**config.mk**
```make
export PLATFORM = sky130hd
export DESIGN_NAME = timer8_irq
export DESIGN_NICKNAME = d
export VERILOG_FILES = /design/src/hw/timer8_pkg.sv /design/src/hw/match_if.sv /design/src/hw/timer8_irq.sv /design/src/hw/compare_chan.sv
export SDC_FILE = /design/constraint.sdc
export NUM_CORES = 1
export LEC_CHECK = 0
export BUFFER_PORTS_ARGS = -buffer_cell sky130_fd_sc_hd__buf_2
export CORE_MARGIN = 3
export CORE_UTILIZATION = 37
export DETAILED_ROUTE_END_ITERATION = 8
export HOLD_SLACK_MARGIN = 0.08
export SLEW_MARGIN = 20
export SYNTH_ARGS = -nofsm -noshare
export SYNTH_HDL_FRONTEND = slang
export SYNTH_SLANG_ARGS = --single-unit
```
**constraint.sdc**
```tcl
create_clock -name clk -period 2.8 [get_ports clk]
set_input_delay 0.28 -clock clk [delete_from_list [all_inputs] [get_ports clk]]
set_output_delay 0.28 -clock clk [all_outputs]
set_load 0.02 [all_outputs]
```
**src/hw/timer8_pkg.sv**
```systemverilog
package timer8_pkg;

   // Data and address widths of the register port
   localparam int DATA_W = 8;
   localparam int ADR_W = 8;
   localparam int IDX_W = 6;

   // Register indices, byte address is four times the index
   localparam logic [IDX_W-1:0] IDX_FLAGS = 6'h38;
   localparam logic [IDX_W-1:0] IDX_MASK = 6'h39;
   localparam logic [IDX_W-1:0] IDX_CMP_A = 6'h3A;
   localparam logic [IDX_W-1:0] IDX_CTRL = 6'h3B;
   localparam logic [IDX_W-1:0] IDX_CMP_B = 6'h3C;
   localparam logic [IDX_W-1:0] IDX_COUNT = 6'h3E;
   localparam logic [IDX_W-1:0] IDX_CLEAR = 6'h3F;

   // Event bit positions, shared by flags, mask and clear registers
   localparam int EVT_W = 3;
   localparam int BIT_WRAP = 0;
   localparam int BIT_MATCH_A = 1;
   localparam int BIT_MATCH_B = 2;

   // Control register layout
   localparam int CTRL_W = 6;
   localparam int CTRL_CS_LSB = 0;
   localparam int CTRL_MODE_LSB = 3;
   localparam int CTRL_FORCE_B = 6;
   localparam int CTRL_FORCE_A = 7;

   // Reset values
   localparam logic [EVT_W-1:0] FLAGS_RST = 3'h0;
   localparam logic [EVT_W-1:0] MASK_RST = 3'h0;
   localparam logic [DATA_W-1:0] CMP_RST = 8'h00;
   localparam logic [CTRL_W-1:0] CTRL_RST = 6'h00;
   localparam logic [DATA_W-1:0] COUNT_RST = 8'h00;

   // Count landmarks
   localparam logic [DATA_W-1:0] CNT_BOTTOM = 8'h00;
   localparam logic [DATA_W-1:0] CNT_MAX = 8'hFF;

   // Waveform generation modes
   localparam logic [2:0] MODE_NORMAL = 3'h0;
   localparam logic [2:0] MODE_PC_MAX = 3'h1;
   localparam logic [2:0] MODE_CTC = 3'h2;
   localparam logic [2:0] MODE_FAST_MAX = 3'h3;
   localparam logic [2:0] MODE_PC_CMPA = 3'h5;
   localparam logic [2:0] MODE_FAST_CMPA = 3'h7;

   // Clock select codes and prescaler tap widths
   localparam logic [2:0] CS_DIV1 = 3'h1;
   localparam logic [2:0] CS_DIV8 = 3'h2;
   localparam logic [2:0] CS_DIV64 = 3'h3;
   localparam logic [2:0] CS_DIV256 = 3'h4;
   localparam logic [2:0] CS_DIV1024 = 3'h5;
   localparam int PSC_W = 10;
   localparam int TAP_DIV8 = 3;
   localparam int TAP_DIV64 = 6;
   localparam int TAP_DIV256 = 8;

endpackage

```
**src/hw/match_if.sv**
```systemverilog
// Bundle between the counter core and one compare channel
interface match_if;
   import timer8_pkg::*;
   logic [DATA_W-1:0] count; // Running count
   logic [DATA_W-1:0] value; // Compare value of this channel
   logic tick; // Timer clock enable
   logic suppress; // Match blocked on this tick
   logic hit; // One-cycle match pulse
   modport timer (
      output count,
      output value,
      output tick,
      output suppress,
      input hit
   );
   modport chan (
      input count,
      input value,
      input tick,
      input suppress,
      output hit
   );
endinterface

```
**src/hw/timer8_irq.sv**
```systemverilog
module timer8_irq
   import timer8_pkg::*;
(
   input wire logic clk,
   input wire logic rst,
   input wire logic cyc_i,
   input wire logic stb_i,
   input wire logic we_i,
   input wire logic [ADR_W-1:0] adr_i,
   input wire logic [3:0] sel_i,
   input wire logic [31:0] dat_i,
   output logic [31:0] dat_o,
   output logic ack_o,
   input wire logic global_irq_en,
   input wire logic [EVT_W-1:0] vector_done,
   output logic [EVT_W-1:0] irq_req,
   output logic irq,
   output logic wave_out_a,
   output logic wave_out_b
);

   // Bus slave state
   logic ack_q; // Acknowledge, one cycle
   logic ack_d;
   logic [31:0] dat_q; // Read data held for the ack cycle
   logic [31:0] dat_d;

   // Software visible state
   logic [EVT_W-1:0] flags_q; // Sticky event flags
   logic [EVT_W-1:0] flags_d;
   logic [EVT_W-1:0] mask_q; // Per-event enables
   logic [EVT_W-1:0] mask_d;
   logic [DATA_W-1:0] cmp_a_q; // Channel A compare value
   logic [DATA_W-1:0] cmp_a_d;
   logic [DATA_W-1:0] cmp_b_q; // Channel B compare value
   logic [DATA_W-1:0] cmp_b_d;
   logic [CTRL_W-1:0] ctrl_q; // Clock select and mode
   logic [CTRL_W-1:0] ctrl_d;

   // Counter state
   logic [DATA_W-1:0] cnt_q; // Running count
   logic [DATA_W-1:0] cnt_d;
   logic down_q; // Counting down in phase correct modes
   logic down_d;
   logic block_q; // Match blocked until next tick
   logic block_d;
   logic [PSC_W-1:0] psc_q; // Free running prescaler
   logic [PSC_W-1:0] psc_d;

   // Waveform outputs
   logic wave_a_q;
   logic wave_a_d;
   logic wave_b_q;
   logic wave_b_d;

   // Decoded helpers
   logic req; // Request present
   logic wr_fire; // Write takes effect this edge
   logic [IDX_W-1:0] idx; // Register index from byte address
   logic [2:0] cs; // Clock select field
   logic [2:0] mode; // Waveform mode field
   logic tick; // Timer clock enable
   logic pwm; // A PWM mode is selected
   logic phase; // Phase correct mode is selected
   logic [DATA_W-1:0] top; // Top of count sequence
   logic at_bottom; // Count is zero
   logic at_max; // Count is 255
   logic wrap_evt; // Overflow event this cycle
   logic force_a; // Forced compare strobe A
   logic force_b; // Forced compare strobe B
   logic [EVT_W-1:0] sw_clr; // Software clear bits
   logic [EVT_W-1:0] hw_set; // Hardware set bits

   // Compare channel bundles
   match_if ma ();
   match_if mb ();

   assign req = cyc_i && stb_i;
   assign idx = adr_i[ADR_W-1:2];
   assign wr_fire = req && we_i && ack_q && sel_i[0];
   assign cs = ctrl_q[CTRL_CS_LSB +: 3];
   assign mode = ctrl_q[CTRL_MODE_LSB +: 3];

   // Count landmarks
   assign at_bottom = (cnt_q == CNT_BOTTOM);
   assign at_max = (cnt_q == CNT_MAX);

   // Mode decode
   assign phase = (mode == MODE_PC_MAX) || (mode == MODE_PC_CMPA);
   assign pwm = phase || (mode == MODE_FAST_MAX) ||
                (mode == MODE_FAST_CMPA);

   // Top is compare A in CTC and the compare A PWM modes
   always_comb begin
      if ((mode == MODE_CTC) || (mode == MODE_PC_CMPA) ||
          (mode == MODE_FAST_CMPA)) begin
         top = cmp_a_q;
      end else begin
         top = CNT_MAX;
      end
   end

   // Prescaler next value, always counting
   always_comb begin
      psc_d = psc_q + 1'b1;
   end

   // Timer tick from the selected prescaler tap
   always_comb begin
      case (cs)
         CS_DIV1: begin
            tick = 1'b1;
         end
         CS_DIV8: begin
            tick = &psc_q[TAP_DIV8-1:0];
         end
         CS_DIV64: begin
            tick = &psc_q[TAP_DIV64-1:0];
         end
         CS_DIV256: begin
            tick = &psc_q[TAP_DIV256-1:0];
         end
         CS_DIV1024: begin
            tick = &psc_q;
         end
         default: begin
            // Stopped, and no external source is wired
            tick = 1'b0;
         end
      endcase
   end

   // Counter sequencing and overflow detection
   always_comb begin
      cnt_d = cnt_q;
      down_d = down_q;
      block_d = block_q;
      wrap_evt = 1'b0;
      if (wr_fire && (idx == IDX_COUNT)) begin
         // Software write overrides counting
         cnt_d = dat_i[DATA_W-1:0];
         block_d = 1'b1;
      end else if (tick) begin
         block_d = 1'b0;
         if (phase) begin
            if (down_q) begin
               if (at_bottom) begin
                  // Turn at bottom, overflow flagged here
                  down_d = 1'b0;
                  cnt_d = cnt_q + 1'b1;
                  wrap_evt = 1'b1;
               end else begin
                  cnt_d = cnt_q - 1'b1;
               end
            end else if (cnt_q == top) begin
               // Turn at top
               down_d = 1'b1;
               cnt_d = cnt_q - 1'b1;
            end else begin
               cnt_d = cnt_q + 1'b1;
            end
         end else begin
            down_d = 1'b0;
            if (mode == MODE_FAST_CMPA) begin
               // Overflow at top only in fast PWM with compare A as top, not in CTC
               wrap_evt = (cnt_q == top);
            end else begin
               // Overflow at maximum otherwise
               wrap_evt = at_max;
            end
            if (cnt_q == top) begin
               // Clear on top; forced strobes never reach here
               cnt_d = CNT_BOTTOM;
            end else begin
               cnt_d = cnt_q + 1'b1;
            end
         end
      end
   end

   // Channel wiring
   assign ma.count = cnt_q;
   assign ma.value = cmp_a_q;
   assign ma.tick = tick;
   assign ma.suppress = block_q;
   assign mb.count = cnt_q;
   assign mb.value = cmp_b_q;
   assign mb.tick = tick;
   assign mb.suppress = block_q;

   compare_chan chan_a (
      .clk(clk),
      .rst(rst),
      .m(ma.chan)
   );

   compare_chan chan_b (
      .clk(clk),
      .rst(rst),
      .m(mb.chan)
   );

   // Forced strobes only act outside PWM modes
   assign force_a = wr_fire && (idx == IDX_CTRL) &&
                    dat_i[CTRL_FORCE_A] && !pwm;
   assign force_b = wr_fire && (idx == IDX_CTRL) &&
                    dat_i[CTRL_FORCE_B] && !pwm;

   // Waveform outputs toggle on a match or a forced strobe
   always_comb begin
      wave_a_d = wave_a_q ^ (ma.hit || force_a);
      wave_b_d = wave_b_q ^ (mb.hit || force_b);
   end

   // Event sources, forced strobes are deliberately absent
   always_comb begin
      hw_set = '0;
      hw_set[BIT_WRAP] = wrap_evt;
      hw_set[BIT_MATCH_A] = ma.hit;
      hw_set[BIT_MATCH_B] = mb.hit;
   end

   // Clears from write-one, the clear alias and vector execution
   always_comb begin
      sw_clr = vector_done;
      if (wr_fire && ((idx == IDX_FLAGS) || (idx == IDX_CLEAR))) begin
         // Only ones clear, zeros leave the flag alone
         sw_clr = sw_clr | dat_i[EVT_W-1:0];
      end
   end

   // Sticky flags, a set in the same cycle wins over a clear
   always_comb begin
      flags_d = (flags_q & ~sw_clr) | hw_set;
   end

   // Software writes to the plain registers
   always_comb begin
      mask_d = mask_q;
      cmp_a_d = cmp_a_q;
      cmp_b_d = cmp_b_q;
      ctrl_d = ctrl_q;
      if (wr_fire) begin
         case (idx)
            IDX_MASK: begin
               mask_d = dat_i[EVT_W-1:0];
            end
            IDX_CMP_A: begin
               cmp_a_d = dat_i[DATA_W-1:0];
            end
            IDX_CMP_B: begin
               cmp_b_d = dat_i[DATA_W-1:0];
            end
            IDX_CTRL: begin
               // Force strobes are not stored
               ctrl_d = dat_i[CTRL_W-1:0];
            end
            default: begin
               ctrl_d = ctrl_q;
            end
         endcase
      end
   end

   // Bus answer: ack one cycle after the request, read data with it
   always_comb begin
      ack_d = req && !ack_q;
      dat_d = '0;
      if (ack_d && !we_i) begin
         case (idx)
            IDX_FLAGS: begin
               dat_d[EVT_W-1:0] = flags_q;
            end
            IDX_MASK: begin
               dat_d[EVT_W-1:0] = mask_q;
            end
            IDX_CMP_A: begin
               dat_d[DATA_W-1:0] = cmp_a_q;
            end
            IDX_CMP_B: begin
               dat_d[DATA_W-1:0] = cmp_b_q;
            end
            IDX_CTRL: begin
               // Force bits read as zero
               dat_d[CTRL_W-1:0] = ctrl_q;
            end
            IDX_COUNT: begin
               dat_d[DATA_W-1:0] = cnt_q;
            end
            default: begin
               // Clear alias and unmapped read as zero
               dat_d = '0;
            end
         endcase
      end
   end

   // Register all state
   always_ff @(posedge clk or posedge rst) begin
      if (rst) begin
         ack_q <= 1'b0;
         dat_q <= '0;
         flags_q <= FLAGS_RST;
         mask_q <= MASK_RST;
         cmp_a_q <= CMP_RST;
         cmp_b_q <= CMP_RST;
         ctrl_q <= CTRL_RST;
         cnt_q <= COUNT_RST;
         down_q <= 1'b0;
         block_q <= 1'b0;
         psc_q <= '0;
         wave_a_q <= 1'b0;
         wave_b_q <= 1'b0;
      end else begin
         ack_q <= ack_d;
         dat_q <= dat_d;
         flags_q <= flags_d;
         mask_q <= mask_d;
         cmp_a_q <= cmp_a_d;
         cmp_b_q <= cmp_b_d;
         ctrl_q <= ctrl_d;
         cnt_q <= cnt_d;
         down_q <= down_d;
         block_q <= block_d;
         psc_q <= psc_d;
         wave_a_q <= wave_a_d;
         wave_b_q <= wave_b_d;
      end
   end

   // Requests need flag, enable and the global enable together
   always_comb begin
      irq_req = '0;
      irq_req[BIT_MATCH_B] = flags_q[BIT_MATCH_B] &&
                             mask_q[BIT_MATCH_B] && global_irq_en;
      irq_req[BIT_MATCH_A] = flags_q[BIT_MATCH_A] &&
                             mask_q[BIT_MATCH_A] && global_irq_en;
      irq_req[BIT_WRAP] = flags_q[BIT_WRAP] &&
                          mask_q[BIT_WRAP] && global_irq_en;
   end

   assign irq = |irq_req;
   assign ack_o = ack_q;
   assign dat_o = dat_q;
   assign wave_out_a = wave_a_q;
   assign wave_out_b = wave_b_q;

endmodule

```
**src/hw/compare_chan.sv**
```systemverilog
// One compare channel: flags equality of count and value on a tick
module compare_chan
   import timer8_pkg::*;
(
   input wire logic clk,
   input wire logic rst,
   match_if.chan m
);

   logic hit_q; // Registered match pulse
   logic hit_d; // Next match pulse

   // Equality checked on every timer tick unless blocked
   always_comb begin
      hit_d = m.tick && (m.count == m.value) && !m.suppress;
   end

   // Register the pulse
   always_ff @(posedge clk or posedge rst) begin
      if (rst) begin
         hit_q <= 1'b0;
      end else begin
         hit_q <= hit_d;
      end
   end

   assign m.hit = hit_q;

endmodule

```
# Yosys cells after proc, flatten, opt, wreduce, memory -nomap -nowiden
# Cells that the tools add are included.
# word_totals
word_cells,119
latch_bits,0
reg_bits,85
rom_bits,0
mem_bits_rw,0
n_memories,0
inputBits,53
out_inout_bits,39
# op_classes
n_reduce_logical,47
div,0
bitwise_logic,7
add_sub_neg,3
multipliers,0
magnitude_cmp,0
mux,26
shift,0
n_eq_ne,21
# op_table
op,count
$mux W8,9
$eq A6 B6 Y1 const B,7
$eq A8 B8 Y1,3
$logic_and A1 B1 Y1,23
$pmux W3 S6,1
$eq A3 B2 Y1 const B,4
$eq A3 B3 Y1 const B,4
$mux W1,12
$pmux W3 S4,1
$add A10 B1 Y10 const B,1
$reduce_and A10 Y1,1
$reduce_and A2 Y1,5
$add A8 B1 Y8 const B,1
$eq A8 B8 Y1 const B,1
$logic_not A8 Y1,1
$logic_or A1 B1 Y1,8
$reduce_and A8 Y1,1
$sub A8 B1 Y8 const B,1
$eq A3 B1 Y1 const B,2
$or A3 B3 Y3,2
$pmux W2 S3,1
$reduce_and A6 Y1,1
$pmux W1 S5,1
$logic_not A1 Y1,4
8 further kinds,9

# Logic depth before layout (Yosys ltp)
# logic_depth
depth_word,10
ltp_mapped,10
mapped_depth_nobuf,9

# Cells and area by module
# From an unflattened synthesis, not the netlist that was laid out.
# hier_totals
hier_cells,406
hier_area_um2,3952.5
# modules_own_cells
module,cells_per_inst,instances,seq_area_each_um2,area_per_inst_um2
timer8_irq,378,1,1476.4,3697.3
compare_chan,14,2,25.0,127.6

# Worst setup path before layout
# OpenSTA, ideal clock, no wires.
# synth_path
kind,register to register
start,register psc_q[0]
end,register cnt_q[6]
period_less_slack_ns,1.941
arrival_time_ns,1.815
path_buffers,1
path_slack_ns,0.859
setup_ns,0.126
t_required_ns,2.674
stages_incl_launch_ff,11
cell_sequence,dfrtp_1 -> ha_1 -> ha_1 -> nand2_1 -> mux2_2 -> o21ai_0 -> nand2_2 -> buf_6 -> and3_1 -> a21oi_1 -> o21ai_1
# synth_via
elab_chain_cells,3
elab_cells_between_ends,6
classes_between,mux: 1; reduce/logical: 5
# synth_lines
element,line_no,source
from (decl),timer8_irq.sv:47,logic [PSC_W-1:0] psc_q;
from (signal assigned),timer8_irq.sv:325,psc_q <= psc_d;
$reduce_and A10 Y1 (tied with other cells),timer8_irq.sv:124,tick = &psc_q;
$pmux W1 S5 (*),timer8_irq.sv:110,case (cs)
$reduce_bool A2 Y1 (no source line) (*),--,
to (signal assigned),timer8_irq.sv:322,cnt_q <= cnt_d;
to (decl),timer8_irq.sv:41,logic [DATA_W-1:0] cnt_q;
# Every way passes the cells marked *; elsewhere a longest branch is shown, timed or not.
# A chain may end at the register's enable or synchronous reset.

# Worst setup path after layout
# layout_path
start,register psc_q[0]
end,register cnt_q[5]
# Same word-level chain as after synthesis.

==> results.py <==
metrics = {
    "layout": {
        "antenna_cells": 0,
        "drive_gt1_share_pct": 26.7,
        "final_util_pct": 42.4,
        "final_nets": 473,
        "finish.instance_area_um2": 4180,
        "fillers": 964,
        "syn2layout_area_growth_pct": 10.0,
        "final_cell_mix": "dfrtp_1 (61), buf_2 (38), mux2_2 (34)",
        "final_common_cell": "dfrtp_1",
    },
    "timing": {
        "setup_viol": 0,
        "maxSlewHeadroom_pct": 35.5,
        "fin_skew_ns": 0.00681,
        "rsz0062_at_grt": "no",
        "postLayoutSetupSlackWorst_ns": 0.412,
        "period_share_pct": 85.3,
        "fmax_ghz": 0.419,
        "finalHoldViolations": 0,
        "maxSlewViolCount": 0,
        "worst_pin_slew_ns": 0.965,
        "fin_crit_ns": 2.39,
        "tns_ns": 0,
    },
    "global_routing": {
        "grtUsageMet3_pct": 3.72,
        "grtUsageMet2_pct": 25.3,
        "grt-busiest-layer": "met2",
        "grt-ovfl-total": 0,
        "track_usage_pct": 16.6,
        "grt_start_max_net_pins": 46,
        "grt_use_met1_pct": 23.5,
        "antenna_found_initial": 0,
        "grt_pass1_vias": 2847,
        "grt_pass1_wl_mm": 14.8,
    },
    "power": {
        "clockPowerShare_pct": 44.1,
        "pwr-share-seq_pct": 49.5,
        "switching_share_pct": 24.0,
        "vdd_drop_max_mv": 0.240,
        "power_density_nw_per_um2": 431,
        "intPower_mw": 1.37,
        "total_leakage_power_nw": 1.93,
        "p_sw_uw": 433,
        "p_comb_share_pct": 6.4,
    },
    "clocking": {
        "cts-root-buf": "clkbuf_8",
        "holdBufCountCts": 0,
        "ctsLongestPathBuffers": 2,
        "cts_resized": 0,
        "htree_levels": 3,
        "cts.sink_count": 61,
        "cts_setup_buffers": 0,
        "clk_pin_slew_worst_paths_ns": 0.07,
        "numCtsBuffers": 9,
        "cts_tree": "built",
        "clk_latency_ns": 0.34,
    },
    "critical_path": {
        "critPathKind": "flip-flop to flip-flop",
        "regToRegSetupSlack_ns": 0.41,
        "path_max_fanout": 13,
        "crit_end": "cnt_q[5]",
        "r2r-end": "cnt_q[5]",
        "critPathLaunchType": "flip-flop",
        "r2r_start": "psc_q[0]",
        "cp.arrival_ns": 2.62,
        "slowest_stage": "dfrtp_1",
        "critPathLaunch": "psc_q[0]",
        "max_stage_delay_ns": 0.38,
        "path_cells": "ha_1 -> ha_1 -> nand2_1 -> mux2_2 -> o21ai_0 -> nand2_2 -> nor2_4 -> nand2_1 -> o311ai_1",
        "ff2ff_path_depth": 9,
        "cp.required_ns": 3.03,
        "end_kind": "flip-flop",
    },
    "routing": {
        "drc": 0,
        "wirelength_mm": 9.20,
        "vias": 2868,
        "dr.pass1.iters": 6,
        "drt_iter0_markers": 216,
        "via_per_inst": 5.20,
        "wl_per_cell_um": 16.7,
        "ant_nets": 0,
    },
    "floorplan": {
        "pin_count": 92,
        "rows": 36,
        "core_um2": 9860,
        "die_x_um": 107,
        "start_util_pct": 38.5,
        "dieArea_um2": 11500,
        "die_h_um": 107,
    },
    "yosys": {
        "synth_top_family_by_area": "simple AND/OR/NAND/NOR gates",
        "synth_area_um2": 3800,
        "async_flop_share_pct": 100,
        "synthCells": 381,
        "synth_edf_count": 0,
        "synth_adder_area_share_pct": 1.65,
        "synth-simple-area-share_pct": 18.9,
        "yosysSeqAreaShare_pct": 40.1,
        "yosysUniqueCellTypes": 57,
        "syn_area_per_cell_um2": 9.98,
        "synth_compound_area_share_pct": 12.0,
        "synth_mux_area_share_pct": 11.8,
        "synth_ff_type": "dfrtp_1",
        "synth-xor-area-share_pct": 6.45,
        "ys_ff_latch": 61,
        "yosys_warnings": 0,
    },
    "status": {
        "outcome": "complete, no violations",
    },
    "placed_design": {
        "place_area_um2": 3980,
        "gp_congestion": 0.879,
        "dp_hpwl_mm": 6.78,
        "place_ws_ns": 0.430,
        "numPortBuffers": 38,
    },
    "min_path": {
        "min_path_type": "input port to async pin",
    },
    "run": {
        "drv_cap": 0,
    },
}
-- cells by family (layout without fill, tap and decap cells) --
family / count (synthesis) / in the layout
compound gates: 64 / 64
xor+xnor: 28 / 28
fa+ha+maj: 5 / 5
buf+inv: 54 / 69
flops: 61 / 61
mux: 37 / 37
other cells: 1 / 24
simple gates: 131 / 131
-- routing by layer --
layer  wire, um  up-vias
met3        512       12
met4        109        0
met5          0        -
met1       4280     1387
met2       4290       91
li1           -     1378
-- state kept, by name, summed over array words and instances, names as in the netlist --
signal / flops
flags_q: 3
chan_a.m.hit: 1
chan_b.m.hit: 1
cnt_q: 8
dat_o: 8
cmp_a_q: 8
cmp_b_q: 8
ctrl_q: 6
wave_out_a: 1
psc_q: 10
mask_q: 3
ack_o: 1
block_q: 1
wave_out_b: 1
down_q: 1
-- per-stage QoR --
step           cells  power [mW]  hold WS (ns)
2_1_floorplan    404        1.01         0.412
3_3_place_gp     537        1.02         0.455
3_5_place_dp     537        1.02         0.458
4_1_cts          552        1.82         0.184
5_1_grt          552        1.87         0.214
6_report         552        1.80         0.154
-- cells in the mapped netlist, drive strengths merged, types with 2 or more instances --
library cell / count / area, um2
a211oi: 5 / 37.5
a22oi: 12 / 95.1
nand2b: 9 / 56.3
and3: 20 / 125
nor4: 3 / 33.8
nor3: 7 / 45.0
nand2: 30 / 115
mux2: 34 / 383
inv: 12 / 45.1
nand3: 15 / 75.1
clkbuf: 3 / 11.3
o2111ai: 2 / 30.0
nor3b: 3 / 22.5
xor2: 3 / 26.3
a21oi: 18 / 90.1
dfrtp: 61 / 1530
buf: 39 / 280
a31o: 2 / 17.5
and2: 3 / 18.8
nor2: 22 / 90.1
nor2b: 3 / 18.8
or3: 4 / 25.0
ha: 5 / 62.6
nand4: 5 / 31.3
xnor2: 25 / 219
or2b: 2 / 15.0
o211ai: 2 / 15.0
a221oi: 2 / 17.5
mux4: 3 / 67.6
o21ai: 11 / 58.8
-- how the worst min path moves through the flow --
stage / start / endpoint
after floorplan: dat_i[2] / cnt_q[2]
after global placement: block_q / chan_b.m.hit
after detailed placement: wave_out_a / wave_out_a
after CTS: rst / flags_q[2]
after global routing: rst / flags_q[2]
final: rst / ctrl_q[2]
-- power groups by stage --
stage	clock network [mW]	logic [mW]	registers [mW]
final	0.795	0.115	0.892
after global routing	0.848	0.128	0.892
after CTS	0.812	0.116	0.892
after detailed placement	0	0.116	0.908
after global placement	0	0.114	0.908
after floorplan	0	0.103	0.906
-- worst max-delay path: cells and delay by family, from the launching register on --
| family | cells | cell delay (ns) |
|---|---|---|
| AOI/OAI and AO/OA | 2 | 0.56 |
| adders and majority gates | 2 | 0.41 |
| DFF | 1 | 0.38 |
| muxes | 1 | 0.25 |
| and+or+nand+nor | 4 | 0.67 |
-- cell type report --
cell class	count	area (um2)	area share, %
multi-input cells	289	2030	48.4
flip-flops and latches	61	1530	36.5
repair buffers	42	220	5.26
well taps	133	166	3.98
clock buffers	11	151	3.62
clock inverters	4	47.5	1.14
inverters	12	45.0	1.08
Note: power is estimated with default switching activity, not from simulation.
